`config.mk`:
```
export PLATFORM = sky130hd
export DESIGN_NAME = asar_core
export DESIGN_NICKNAME = d
export VERILOG_FILES = /design/src/verilog/asar_pkg.sv /design/src/verilog/asar_core.sv /design/src/verilog/asar_clk_div.sv
export SDC_FILE = /design/constraint.sdc
export NUM_CORES = 2
export LEC_CHECK = 0
export BUFFER_PORTS_ARGS = -buffer_cell sky130_fd_sc_hd__buf_2
export CAP_MARGIN = 0
export CORE_AREA = 5 5 298 300
export DETAILED_ROUTE_END_ITERATION = 16
export DIE_AREA = 0 0 303 305
export PLACE_DENSITY = 0.69
export SLEW_MARGIN = 10
export SYNTH_ARGS = -nofsm -noshare
export SYNTH_HDL_FRONTEND = slang
export SYNTH_HIERARCHICAL = 1
export SYNTH_SLANG_ARGS = --single-unit
export TNS_END_PERCENT = 10
```
`constraint.sdc`:
```
create_clock -name aclk -period 5.49 [get_ports aclk]
set_clock_uncertainty 0.2 [all_clocks]
set_input_delay 0.549 -clock aclk [delete_from_list [all_inputs] [get_ports aclk]]
set_output_delay 0.549 -clock aclk [all_outputs]
set_load 0.01 [all_outputs]
```
`src/verilog/asar_pkg.sv`:
```
// constants for the converter slot arbiter and its interrupt outputs
// assumes one 25 MHz system clock and an AXI4-Lite register master
package asar_pkg;
   // ----------------------------------------------------------------
   // sizes
   // ----------------------------------------------------------------
   localparam int SLOTS = 16;
   localparam int NIRQ = 9;
   localparam int RES_W = 12;
   localparam int ADDR_W = 8;
   localparam int WIN_W = 9;
   localparam int CNT_W = 10;
   localparam logic [CNT_W-1:0] CONV_CLKS = 10'h00D;
   localparam logic [3:0] RR_RESET = 4'hF;
   localparam logic [4:0] TRIG_LO = 5'h05;
   localparam logic [4:0] TRIG_HI = 5'h14;
   // ----------------------------------------------------------------
   // register offsets (byte addresses)
   // ----------------------------------------------------------------
   localparam logic [ADDR_W-1:0] OFS_CTRL = 8'h00;
   localparam logic [ADDR_W-1:0] OFS_PAIR = 8'h04;
   localparam logic [ADDR_W-1:0] OFS_IRQ_CFG = 8'h08;
   localparam logic [ADDR_W-1:0] OFS_MAP_LO = 8'h1C;
   localparam logic [ADDR_W-1:0] OFS_MAP_HI = 8'h20;
   localparam logic [ADDR_W-1:0] OFS_STATUS = 8'h24;
   localparam logic [ADDR_W-1:0] OFS_SLOT_CFG = 8'h40;
   localparam logic [ADDR_W-1:0] OFS_RESULT = 8'h80;
   localparam int IRQ_CFG_REGS = 5;
   // ----------------------------------------------------------------
   // field positions and masks
   // ----------------------------------------------------------------
   localparam int CFG_CH_LSB = 15;
   localparam int CFG_TRIG_LSB = 20;
   localparam int IRQ_EN_BIT = 5;
   localparam int IRQ_HALF = 8;
   localparam logic [31:0] SLOT_CFG_MASK = 32'h01F7_81FF;
   localparam logic [31:0] IRQ_CFG_MASK = 32'h0000_3F3F;
   localparam logic [1:0] MAP_NONE = 2'b00;
   localparam logic [1:0] MAP_IRQ1 = 2'b01;
   localparam logic [1:0] MAP_IRQ2 = 2'b10;
   localparam logic [1:0] RESP_OK = 2'b00;
   localparam logic [1:0] RESP_SLVERR = 2'b10;
   // ----------------------------------------------------------------
   // sequencer states
   // ----------------------------------------------------------------
   typedef enum logic [3:0] {
      ST_IDLE = 4'b0001,
      ST_SAMPLE = 4'b0010,
      ST_CONV = 4'b0100,
      ST_EOC = 4'b1000
   } asar_state_e;
endpackage

```
`src/verilog/asar_core.sv`:
```
// slot arbiter, sampling sequencer, result store and interrupt pulses
// assumes synchronous trigger pulses and sample data from an external mux
//
// The register addresses and the AXI4-Lite slave port were chosen for this implementation.
`timescale 1ns/10ps

// Summary of operation
// one pending flag per slot, set by trigger, cleared at conversion end
// pointer names last granted slot, updated at every completion
// pointer reads slot 15 after reset so slot 0 goes first
// search pending from pointer plus one upward, wrapping after 15
// sample for the whole window, convert only after it ends
// two hold paths; single uses one, simultaneous captures both together
// simultaneous pair converts the upper path value first
// one bit per even/odd pair picks single or simultaneous
// window and channel always come from the triggered slot
// each result goes to its slot's own result register and output
// end-of-conversion pulse, one converter period, before result latch
// interrupt pulse one converter period after it, with the latch
// nine interrupt outputs, each configured on its own
// enable bit per interrupt; zero suppresses it
// source select 00h-0Fh picks slot event; above is invalid
// tenth interrupt fields are stored but do nothing
// two-bit retrigger field per slot: none, irq 1, irq 2, invalid
// non-zero retrigger field replaces the slot's timer trigger
// conversion is window setting plus one, then 13 converter clocks
// converter clock is system clock over 1, 2 or 4
// software keeps window settings at 06h or more
// trigger codes 05h-14h map to timer inputs; others flag error
// repeated trigger on a pending slot gives one conversion
// arbitrate only when ready for a new window, on current flags
module asar_core
(
   input wire logic aclk,
   input wire logic aresetn,
   input wire logic [asar_pkg::ADDR_W-1:0] s_axi_awaddr,
   input wire logic s_axi_awvalid,
   output logic s_axi_awready,
   input wire logic [31:0] s_axi_wdata,
   input wire logic [3:0] s_axi_wstrb,
   input wire logic s_axi_wvalid,
   output logic s_axi_wready,
   output logic [1:0] s_axi_bresp,
   output logic s_axi_bvalid,
   input wire logic s_axi_bready,
   input wire logic [asar_pkg::ADDR_W-1:0] s_axi_araddr,
   input wire logic s_axi_arvalid,
   output logic s_axi_arready,
   output logic [31:0] s_axi_rdata,
   output logic [1:0] s_axi_rresp,
   output logic s_axi_rvalid,
   input wire logic s_axi_rready,
   input wire logic [asar_pkg::SLOTS-1:0] timer_trig,
   input wire logic [asar_pkg::RES_W-1:0] sample_a_data,
   input wire logic [asar_pkg::RES_W-1:0] sample_b_data,
   output logic [3:0] input_channel_code,
   output logic sample_a_en,
   output logic sample_b_en,
   output logic [asar_pkg::SLOTS-1:0] eoc_out,
   output logic [asar_pkg::NIRQ-1:0] converter_irq_out,
   output logic [asar_pkg::SLOTS-1:0][asar_pkg::RES_W-1:0] result_out
);
   import asar_pkg::*;

   // ----------------------------------------------------------------
   // declarations
   // ----------------------------------------------------------------
   logic [1:0] ctrl_q;
   logic [7:0] pair_q;
   logic [IRQ_CFG_REGS-1:0][31:0] irq_cfg_q;
   logic [31:0] map_q;
   logic [SLOTS-1:0][31:0] slot_cfg_q;
   asar_state_e state_q;
   logic [CNT_W-1:0] cnt_q;
   logic [3:0] cur_q;
   logic [3:0] conv_slot_q;
   logic [3:0] last_granted_pointer_q;
   logic [RES_W-1:0] conv_val_q;
   logic [RES_W-1:0] hold_a_q;
   logic simul_q;
   logic second_q;
   logic [SLOTS-1:0] pend_q;
   logic [SLOTS-1:0] set_vec;
   logic [SLOTS-1:0] trig_err;
   logic [NIRQ-1:0] irq_new;
   logic [4:0] pick;
   logic tick;
   logic grant_go;
   logic latch_go;
   logic wr_go;
   logic rd_go;
   logic [31:0] rd_data;
   logic rd_err;

   // ----------------------------------------------------------------
   // helpers
   // ----------------------------------------------------------------
   // round robin: nearest pending slot after the pointer, {found, slot}
   function automatic logic [4:0] rr_pick(input logic [15:0] pend,
                                          input logic [3:0] ptr);
      logic [4:0] r;
      logic [3:0] k;
      r = 5'h00;
      for (int i = 16; i >= 1; i--)
      begin
         k = ptr + 4'(i);
         if (pend[k])
            r = {1'b1, k};
      end
      return r;
   endfunction

   // byte-lane merge of a write into a stored word
   function automatic logic [31:0] wmerge(input logic [31:0] old,
                                          input logic [31:0] din,
                                          input logic [3:0] strb);
      logic [31:0] r;
      r = old;
      for (int b = 0; b < 4; b++)
         if (strb[b])
            r[b*8 +: 8] = din[b*8 +: 8];
      return r;
   endfunction

   // enable and select of interrupt n, two interrupts per register
   function automatic logic [5:0] irq_field(input int n,
      input logic [IRQ_CFG_REGS-1:0][31:0] cfg);
      return cfg[n/2][(n%2)*IRQ_HALF +: 6];
   endfunction

   // ----------------------------------------------------------------
   // converter time base
   // ----------------------------------------------------------------
   // divide select
   asar_clk_div u_div
   (
      .aclk(aclk),
      .aresetn(aresetn),
      .halve_clock_enable(ctrl_q[0]),
      .quarter_clock_enable(ctrl_q[1]),
      .tick(tick)
   );

   // ----------------------------------------------------------------
   // trigger decode and pending flags
   // ----------------------------------------------------------------
   // grant only when idle at a converter tick
   assign pick = rr_pick(pend_q, last_granted_pointer_q);
   assign grant_go = tick && (state_q == ST_IDLE) && pick[4];
   assign latch_go = tick && (state_q == ST_EOC);

   // selects above 0Fh never match a 4-bit slot number
   always_comb
   begin
      logic [5:0] f;
      f = 6'h00;
      for (int n = 0; n < NIRQ; n++)
      begin
         f = irq_field(n, irq_cfg_q);
         irq_new[n] = latch_go && f[IRQ_EN_BIT] &&
                      (f[4:0] == {1'b0, conv_slot_q});
      end
   end

   // retrigger field chooses trigger source per slot
   always_comb
   begin
      logic [1:0] m;
      logic [4:0] code;
      m = 2'b00;
      code = 5'h00;
      for (int s = 0; s < SLOTS; s++)
      begin
         m = map_q[s*2 +: 2];
         code = slot_cfg_q[s][CFG_TRIG_LSB +: 5];
         // only codes in range reach a timer input
         trig_err[s] = (code < TRIG_LO) || (code > TRIG_HI);
         set_vec[s] = 1'b0;
         // non-zero field overrides the timer trigger
         if (m == MAP_NONE && !trig_err[s])
            set_vec[s] = timer_trig[4'(code - TRIG_LO)];
         else if (m == MAP_IRQ1)
            set_vec[s] = irq_new[0];
         else if (m == MAP_IRQ2)
            set_vec[s] = irq_new[1];
      end
   end

   // set beats the clear in the same cycle
   // a set flag simply stays set
   always_ff @(posedge aclk)
   begin
      if (!aresetn)
         pend_q <= 16'h0000;
      else if (latch_go && !second_q)
         pend_q <= (pend_q & ~(16'h0001 << cur_q)) | set_vec;
      else
         pend_q <= pend_q | set_vec;
   end

   // pointer follows every completed conversion
   // reset value points at slot 15
   always_ff @(posedge aclk)
   begin
      if (!aresetn)
         last_granted_pointer_q <= RR_RESET;
      else if (latch_go)
         last_granted_pointer_q <= cur_q;
   end

   // ----------------------------------------------------------------
   // sampling and conversion sequencer
   // ----------------------------------------------------------------
   // all moves happen on converter ticks only
   always_ff @(posedge aclk)
   begin
      if (!aresetn)
      begin
         state_q <= ST_IDLE;
         cnt_q <= 10'h000;
         cur_q <= 4'h0;
         conv_slot_q <= 4'h0;
         conv_val_q <= 12'h000;
         hold_a_q <= 12'h000;
         simul_q <= 1'b0;
         second_q <= 1'b0;
         input_channel_code <= 4'h0;
         sample_a_en <= 1'b0;
         sample_b_en <= 1'b0;
      end
      else if (tick)
      begin
         case (state_q)
            ST_IDLE:
            begin
               if (pick[4])
               begin
                  // first pending slot after the pointer
                  cur_q <= pick[3:0];
                  // pair bit fixes the sampling mode
                  simul_q <= pair_q[pick[3:1]];
                  // R19: window from the triggered slot, plus one
                  cnt_q <= {1'b0, slot_cfg_q[pick[3:0]][WIN_W-1:0]} +
                           10'h001;
                  input_channel_code <=
                     slot_cfg_q[pick[3:0]][CFG_CH_LSB +: 4];
                  // both paths only in simultaneous mode
                  sample_a_en <= pair_q[pick[3:1]] ||
                                 !slot_cfg_q[pick[3:0]][CFG_CH_LSB + 3];
                  sample_b_en <= pair_q[pick[3:1]] ||
                                 slot_cfg_q[pick[3:0]][CFG_CH_LSB + 3];
                  state_q <= ST_SAMPLE;
               end
            end
            ST_SAMPLE:
            begin
               // capture only at the end of the window
               if (cnt_q == 10'h001)
               begin
                  sample_a_en <= 1'b0;
                  sample_b_en <= 1'b0;
                  hold_a_q <= sample_a_data;
                  cnt_q <= CONV_CLKS - 10'h001;
                  state_q <= ST_CONV;
                  // upper path first, its result to the odd slot
                  if (simul_q)
                  begin
                     conv_slot_q <= {cur_q[3:1], 1'b1};
                     conv_val_q <= sample_b_data;
                     second_q <= 1'b1;
                  end
                  else
                  begin
                     conv_slot_q <= cur_q;
                     conv_val_q <= input_channel_code[3] ?
                                   sample_b_data : sample_a_data;
                     second_q <= 1'b0;
                  end
               end
               else
                  cnt_q <= cnt_q - 10'h001;
            end
            ST_CONV:
            begin
               // last of the 13 periods is spent in ST_EOC
               if (cnt_q == 10'h001)
                  state_q <= ST_EOC;
               else
                  cnt_q <= cnt_q - 10'h001;
            end
            ST_EOC:
            begin
               if (second_q)
               begin
                  conv_slot_q <= {cur_q[3:1], 1'b0};
                  conv_val_q <= hold_a_q;
                  second_q <= 1'b0;
                  cnt_q <= CONV_CLKS - 10'h001;
                  state_q <= ST_CONV;
               end
               else
                  state_q <= ST_IDLE;
            end
            default:
               state_q <= ST_IDLE;
         endcase
      end
   end

   // ----------------------------------------------------------------
   // end-of-conversion, interrupts and results
   // ----------------------------------------------------------------
   // R12: eoc for one period, then irq with the latch
   // R14: R16: only nine outputs exist, tenth fields unread
   always_ff @(posedge aclk)
   begin
      if (!aresetn)
      begin
         eoc_out <= 16'h0000;
         converter_irq_out <= 9'h000;
      end
      else if (tick)
      begin
         eoc_out <= (state_q == ST_CONV && cnt_q == 10'h001) ?
                    (16'h0001 << conv_slot_q) : 16'h0000;
         converter_irq_out <= irq_new;
      end
   end

   // result lands in its own slot
   always_ff @(posedge aclk)
   begin
      if (!aresetn)
         result_out <= '0;
      else if (latch_go)
         result_out[conv_slot_q] <= conv_val_q;
   end

   // ----------------------------------------------------------------
   // register bus
   // ----------------------------------------------------------------
   // both write channels must be present; one access at a time
   assign wr_go = s_axi_awvalid && s_axi_wvalid && !s_axi_awready &&
                  !s_axi_bvalid;
   assign rd_go = s_axi_arvalid && !s_axi_arready && !s_axi_rvalid;

   // configuration writes; R21 left to software
   always_ff @(posedge aclk)
   begin
      if (!aresetn)
      begin
         ctrl_q <= 2'b00;
         pair_q <= 8'h00;
         irq_cfg_q <= '0;
         map_q <= 32'h0000_0000;
         slot_cfg_q <= '0;
      end
      else if (wr_go && s_axi_awaddr[1:0] == 2'b00)
      begin
         if (s_axi_awaddr == OFS_CTRL)
            ctrl_q <= 2'(wmerge({30'h0, ctrl_q}, s_axi_wdata, s_axi_wstrb));
         else if (s_axi_awaddr == OFS_PAIR)
            pair_q <= 8'(wmerge({24'h0, pair_q}, s_axi_wdata, s_axi_wstrb));
         else if (s_axi_awaddr >= OFS_IRQ_CFG &&
                  s_axi_awaddr < OFS_MAP_LO)
            irq_cfg_q[3'(s_axi_awaddr[4:2] - 3'h2)] <=
               wmerge(irq_cfg_q[3'(s_axi_awaddr[4:2] - 3'h2)],
                      s_axi_wdata, s_axi_wstrb) & IRQ_CFG_MASK;
         else if (s_axi_awaddr == OFS_MAP_LO)
            map_q[15:0] <= 16'(wmerge({16'h0, map_q[15:0]}, s_axi_wdata,
                                      s_axi_wstrb));
         else if (s_axi_awaddr == OFS_MAP_HI)
            map_q[31:16] <= 16'(wmerge({16'h0, map_q[31:16]}, s_axi_wdata,
                                       s_axi_wstrb));
         else if (s_axi_awaddr >= OFS_SLOT_CFG &&
                  s_axi_awaddr < OFS_RESULT)
            slot_cfg_q[s_axi_awaddr[5:2]] <=
               wmerge(slot_cfg_q[s_axi_awaddr[5:2]], s_axi_wdata,
                      s_axi_wstrb) & SLOT_CFG_MASK;
      end
   end

   // write handshake and response
   always_ff @(posedge aclk)
   begin
      if (!aresetn)
      begin
         s_axi_awready <= 1'b0;
         s_axi_wready <= 1'b0;
         s_axi_bvalid <= 1'b0;
         s_axi_bresp <= RESP_OK;
      end
      else
      begin
         s_axi_awready <= wr_go;
         s_axi_wready <= wr_go;
         if (wr_go)
         begin
            s_axi_bvalid <= 1'b1;
            s_axi_bresp <= (s_axi_awaddr[1:0] != 2'b00 ||
                            s_axi_awaddr == OFS_STATUS ||
                            (s_axi_awaddr > OFS_STATUS &&
                             s_axi_awaddr < OFS_SLOT_CFG) ||
                            s_axi_awaddr >= OFS_RESULT) ?
                           RESP_SLVERR : RESP_OK;
         end
         else if (s_axi_bready)
            s_axi_bvalid <= 1'b0;
      end
   end

   // read decode; unmapped answers with an error and zero data
   always_comb
   begin
      rd_data = 32'h0000_0000;
      rd_err = 1'b0;
      if (s_axi_araddr[1:0] != 2'b00)
         rd_err = 1'b1;
      else if (s_axi_araddr == OFS_CTRL)
         rd_data = {30'h0, ctrl_q};
      else if (s_axi_araddr == OFS_PAIR)
         rd_data = {24'h0, pair_q};
      else if (s_axi_araddr >= OFS_IRQ_CFG && s_axi_araddr < OFS_MAP_LO)
         rd_data = irq_cfg_q[3'(s_axi_araddr[4:2] - 3'h2)];
      else if (s_axi_araddr == OFS_MAP_LO)
         rd_data = {16'h0, map_q[15:0]};
      else if (s_axi_araddr == OFS_MAP_HI)
         rd_data = {16'h0, map_q[31:16]};
      else if (s_axi_araddr == OFS_STATUS)
         rd_data = {8'h0, state_q, last_granted_pointer_q, pend_q};
      else if (s_axi_araddr == OFS_STATUS + 8'h04)
         rd_data = {16'h0, trig_err};
      else if (s_axi_araddr >= OFS_SLOT_CFG && s_axi_araddr < OFS_RESULT)
         rd_data = slot_cfg_q[s_axi_araddr[5:2]];
      else if (s_axi_araddr >= OFS_RESULT && s_axi_araddr < 8'hC0)
         rd_data = {20'h0, result_out[s_axi_araddr[5:2]]};
      else
         rd_err = 1'b1;
   end

   // read handshake; data valid with the address accept
   always_ff @(posedge aclk)
   begin
      if (!aresetn)
      begin
         s_axi_arready <= 1'b0;
         s_axi_rvalid <= 1'b0;
         s_axi_rdata <= 32'h0000_0000;
         s_axi_rresp <= RESP_OK;
      end
      else
      begin
         s_axi_arready <= rd_go;
         if (rd_go)
         begin
            s_axi_rvalid <= 1'b1;
            s_axi_rdata <= rd_data;
            s_axi_rresp <= rd_err ? RESP_SLVERR : RESP_OK;
         end
         else if (s_axi_rready)
            s_axi_rvalid <= 1'b0;
      end
   end

   // ----------------------------------------------------------------
   // assertions
   // ----------------------------------------------------------------
   AST_RR_RESET: assert property (@(posedge aclk) !aresetn |=>
      last_granted_pointer_q == 4'hF) else $error("pointer not 15");
   AST_PEND_SET: assert property (@(posedge aclk)
      disable iff (!aresetn) (|set_vec) |=>
      ((pend_q & $past(set_vec)) == $past(set_vec)))
      else $error("trigger lost");
   AST_PEND_CLR: assert property (@(posedge aclk)
      disable iff (!aresetn) latch_go && !second_q && !set_vec[cur_q]
      |=> pend_q[$past(cur_q)] == 1'b0) else $error("flag not cleared");
   AST_PTR_UPD: assert property (@(posedge aclk)
      disable iff (!aresetn) latch_go |=>
      last_granted_pointer_q == $past(cur_q)) else $error("pointer stale");
   AST_RR_ORDER: assert property (@(posedge aclk)
      disable iff (!aresetn) grant_go |-> pend_q[pick[3:0]] &&
      (pick[3:0] == last_granted_pointer_q + 4'h1 ||
       !pend_q[last_granted_pointer_q + 4'h1]))
      else $error("round robin order broken");
   AST_NO_SAMPLE_IN_CONV: assert property (@(posedge aclk)
      disable iff (!aresetn) state_q == ST_CONV |->
      !sample_a_en && !sample_b_en) else $error("sampling in conversion");
   AST_DUAL_ONLY_SIMUL: assert property (@(posedge aclk)
      disable iff (!aresetn) sample_a_en && sample_b_en |-> simul_q)
      else $error("both paths in single mode");
   AST_UPPER_FIRST: assert property (@(posedge aclk)
      disable iff (!aresetn) tick && state_q == ST_SAMPLE &&
      cnt_q == 10'h001 && simul_q |=> conv_slot_q[0] && second_q)
      else $error("lower path converted first");
   AST_EOC_ONEHOT: assert property (@(posedge aclk)
      disable iff (!aresetn) $rose(|eoc_out) |->
      $countones(eoc_out) == 1 && state_q == ST_EOC)
      else $error("eoc malformed");
   AST_IRQ_AFTER_EOC: assert property (@(posedge aclk)
      disable iff (!aresetn) latch_go |=> eoc_out == 16'h0000 &&
      converter_irq_out == $past(irq_new)) else $error("irq timing");
endmodule

```
`src/verilog/asar_clk_div.sv`:
```
// converter time base: one tick per converter clock period
// assumes divider bits are static while conversions run
`timescale 1ns/10ps
module asar_clk_div
(
   input wire logic aclk,
   input wire logic aresetn,
   input wire logic halve_clock_enable,
   input wire logic quarter_clock_enable,
   output logic tick
);
   import asar_pkg::*;
   logic [1:0] cnt_q;
   logic [1:0] limit;

   // quarter bit alone leaves the clock undivided
   assign limit = !halve_clock_enable ? 2'h0 :
                  (quarter_clock_enable ? 2'h3 : 2'h1);

   // free counter, tick registered so it is glitch free
   always_ff @(posedge aclk)
   begin
      if (!aresetn)
      begin
         cnt_q <= 2'h0;
         tick <= 1'b0;
      end
      else
      begin
         cnt_q <= (cnt_q >= limit) ? 2'h0 : cnt_q + 2'h1;
         tick <= (cnt_q >= limit);
      end
   end
endmodule

```
==> metrics.cfg <==
[status]
status=completed

[layout]
final_util_pct=56.9
nets=5083
drive_above_1_share_pct=23.4
final_cells=6160
num-fill-cells=7564
syn2layout_area_growth_pct=15.2

[clock_tree]
clkSinkCount=715
cts_made_buffers=80
root_buffer=clkbuf_16
ctsHtreeMaxLevel=3
clk_latency_ps=680
cts_tree=built
clkTransAtPathRegs_ps=60
cts_buffer_depth=3

[yosys]
synth_top_area_share_pct=33.7
synthTopCellsByArea=dfxtp_1, mux4_2, a211oi_1
synth_edf_count=0
yosysSeqAreaShare_pct=33.7
yosys_warnings=6
ys.flop_type=dfxtp_1
ys_seq_elements=715
synthCells=4731
synth_area_per_cell_um2=8.97
yosys.area.top_type=dfxtp_1
syn_area_um2=42400
async_flop_share_pct=0
netlist-cell-type-count=101

[die]
design.portCount=363
fp.dieW_um=303
die_area_um2=92400
die_h_um=305
initial_core_util_pct=49.4
rows=108
core-area_um2=85900

[placed_design]
globalplace.congestion=0.964
io_buffers=345
hpwl_um=111000
placed_cells=5986

[power]
p_per_area_nw_per_um2=240
p_leak_nw=17.6
ir_worst_vdd_uv=218

[timing]
fmaxAchievable_mhz=186
fin_crit_sh_pct=98.1
period_needed_ps=5380
worstMarginPinSlew_ps=1320
hold_viol=0
slew_viol_final=0
relSlewSlack_pct=10.6
finalSetupViolCount=0

[min_path]
hp-class=in -> reg

[routing]
wl_met2_um=70800
dr.pass1.iters=6
drtIter0Drc=5097
routed_wire_length_per_instance_um=26.1
ant_nets=0
num_vias=40241
wirelength_um=161000
highest_layer=met5
drc=0
wl_met1_um=60100
met3_length_um=17400
viasPerCell=6.53

[setup_path]
critical-path-max-stage-delay_ps=540
cp_cell_sequence=inv_2 > ha_4 > buf_12 > mux2_1 > mux2_2 > mux4_2 > buf_6 > mux2i_2 > nor4_2 > and3_4 > a31oi_2 > a211oi_1 > nor3_1 > nor4_2 > inv_1 > ha_1 > inv_1 > a221oi_4 > a31oi_2 > nor3_2 > o31a_1
slowest_stage=mux4_2
critPathLaunchType=register
critical_path_class=reg -> reg
arrival_ps=5750
cp_max_fo=12
cp-end-kind=register
required_ps=5860

[run]
max-cap-violations=0

[grt]
grt_max_degree=159
antenna_found_initial=8
overflow=0
grt_pass1_vias=38011
grt_pass1_wl_um=240000
gr-usage-all-layers_pct=33.4

critical path: cells and delay by family (launching register included):
family / cells / cell delay, ps
mux: 4 / 1340
simple gates: 5 / 1280
compound gates: 5 / 1060
buf+inv: 5 / 560
fa+ha+maj: 2 / 510
flops: 1 / 340
layout make-up:
| class | count | area, um^2 | share of cell area (%) |
|---|---|---|---|
| inverters | 98 | 375 | 0.768 |
| multi-input cells | 3464 | 26200 | 53.6 |
| clock inverters | 32 | 507 | 1.04 |
| repair buffers | 576 | 3720 | 7.62 |
| diodes | 7 | 17.5 | 0.0359 |
| well taps | 1155 | 1450 | 2.96 |
| clock buffers | 113 | 2310 | 4.72 |
| flip-flops and latches | 715 | 14300 | 29.3 |
worst paths after layout:
kind / startpoint / endpoint / slack (ps) / cells past startpoint
max: last_granted_pointer_q[1]$_SDFFE_PN1P_ / cnt_q[6]$_SDFFE_PN0P_ / 110 / 21
min: s_axi_wdata[15] / map_q[15]$_SDFFE_PN0P_ / 60 / 3
max reg2reg: last_granted_pointer_q[1]$_SDFFE_PN1P_ / cnt_q[6]$_SDFFE_PN0P_ / 110 / 21
min reg2reg: s_axi_rdata[19]$_SDFFE_PN0P_ / s_axi_rdata[19]$_SDFFE_PN0P_ / 250 / 2
Yosys cell counts (69+ instances only):
library cell	instances
a211oi_1	385
nor2_1	626
nand3_1	144
clkbuf_1	380
mux2i_1	168
o21ai_0	148
nand2_1	557
dfxtp_1	715
xnor2_1	69
mux4_2	344
a21oi_1	421
inv_1	91
per-layer routing:
layer / track usage, % / vias to the layer above
met3: 7.93 / 619
met1: 43.1 / 19396
met4: 21.6 / 4
met2: 50.2 / 2507
li1: - / 17715
met5: 0 / -
registers in the layout, indices dropped and copies added (netlist names), 12 cells and up:
name	cells
result_out	192
map_q	32
s_axi_rdata	25
eoc_out	16
hold_a_q	12
pend_q	16
slot_cfg_q	288
conv_val_q	12
irq_cfg_q	60
logic make-up after synthesis:
kind of cell	share of synthesized area [%]
AND/OR/NAND/NOR	15.5
AO/OA/AOI/OAI	18.2
flip-flops	33.7
multiplexers	23.8
buffers and inverters	5.42
XOR/XNOR	1.88
adder cells (fa/ha/maj)	1.45
other	0.00884
cell usage in the layout (no fill, tap or decap), drive strengths merged, types with 144 or more instances in the layout:
cell type,instances
dfxtp,715
nor2,626
buf,559
nand2,557
a21oi,423
a211oi,387
mux4,344
mux2i,170
o21ai,153
nand3,144
timing repair:
| action | 4_1_cts | 5_1_grt |
|---|---|---|
| hold endpoints to repair | 16 | 0 |
| endpoints found under the setup margin | 1 | 15 |
| cloned | 0 | 4 |
| hold buffers | 15 | 0 |
| gates resized for setup | 1 | 33 |
| pin swaps | 0 | 9 |
| setup buffers | 0 | 3 |
through the flow:
step | worst slack [ps] | TNS (ps) | area, um^2 | hold WS, ps | total power, W
final | 107 | 0 | 48900 | 58.5 | 0.0117
after global routing | -1.30 | -1.30 | 48800 | 49.9 | 0.0120
after CTS | 27.4 | 0 | 48600 | 22.0 | 0.0117
after detailed placement | -30.8 | -37.0 | 45600 | 247 | 0.00609
after global placement | -9.81 | -9.81 | 45600 | 237 | 0.00609
after floorplan | 10.6 | 0 | 42500 | 237 | 0.00581
power by group:
part / internal (W) / switching [W] / leakage (nW)
sequential: 0.00520 / 0.0000119 / 5.76
combinational: 0.000262 / 0.000542 / 10.5
clock: 0.00331 / 0.00240 / 1.36
total: 0.00877 / 0.00296 / 17.6
(Power assumes the default switching activity.)
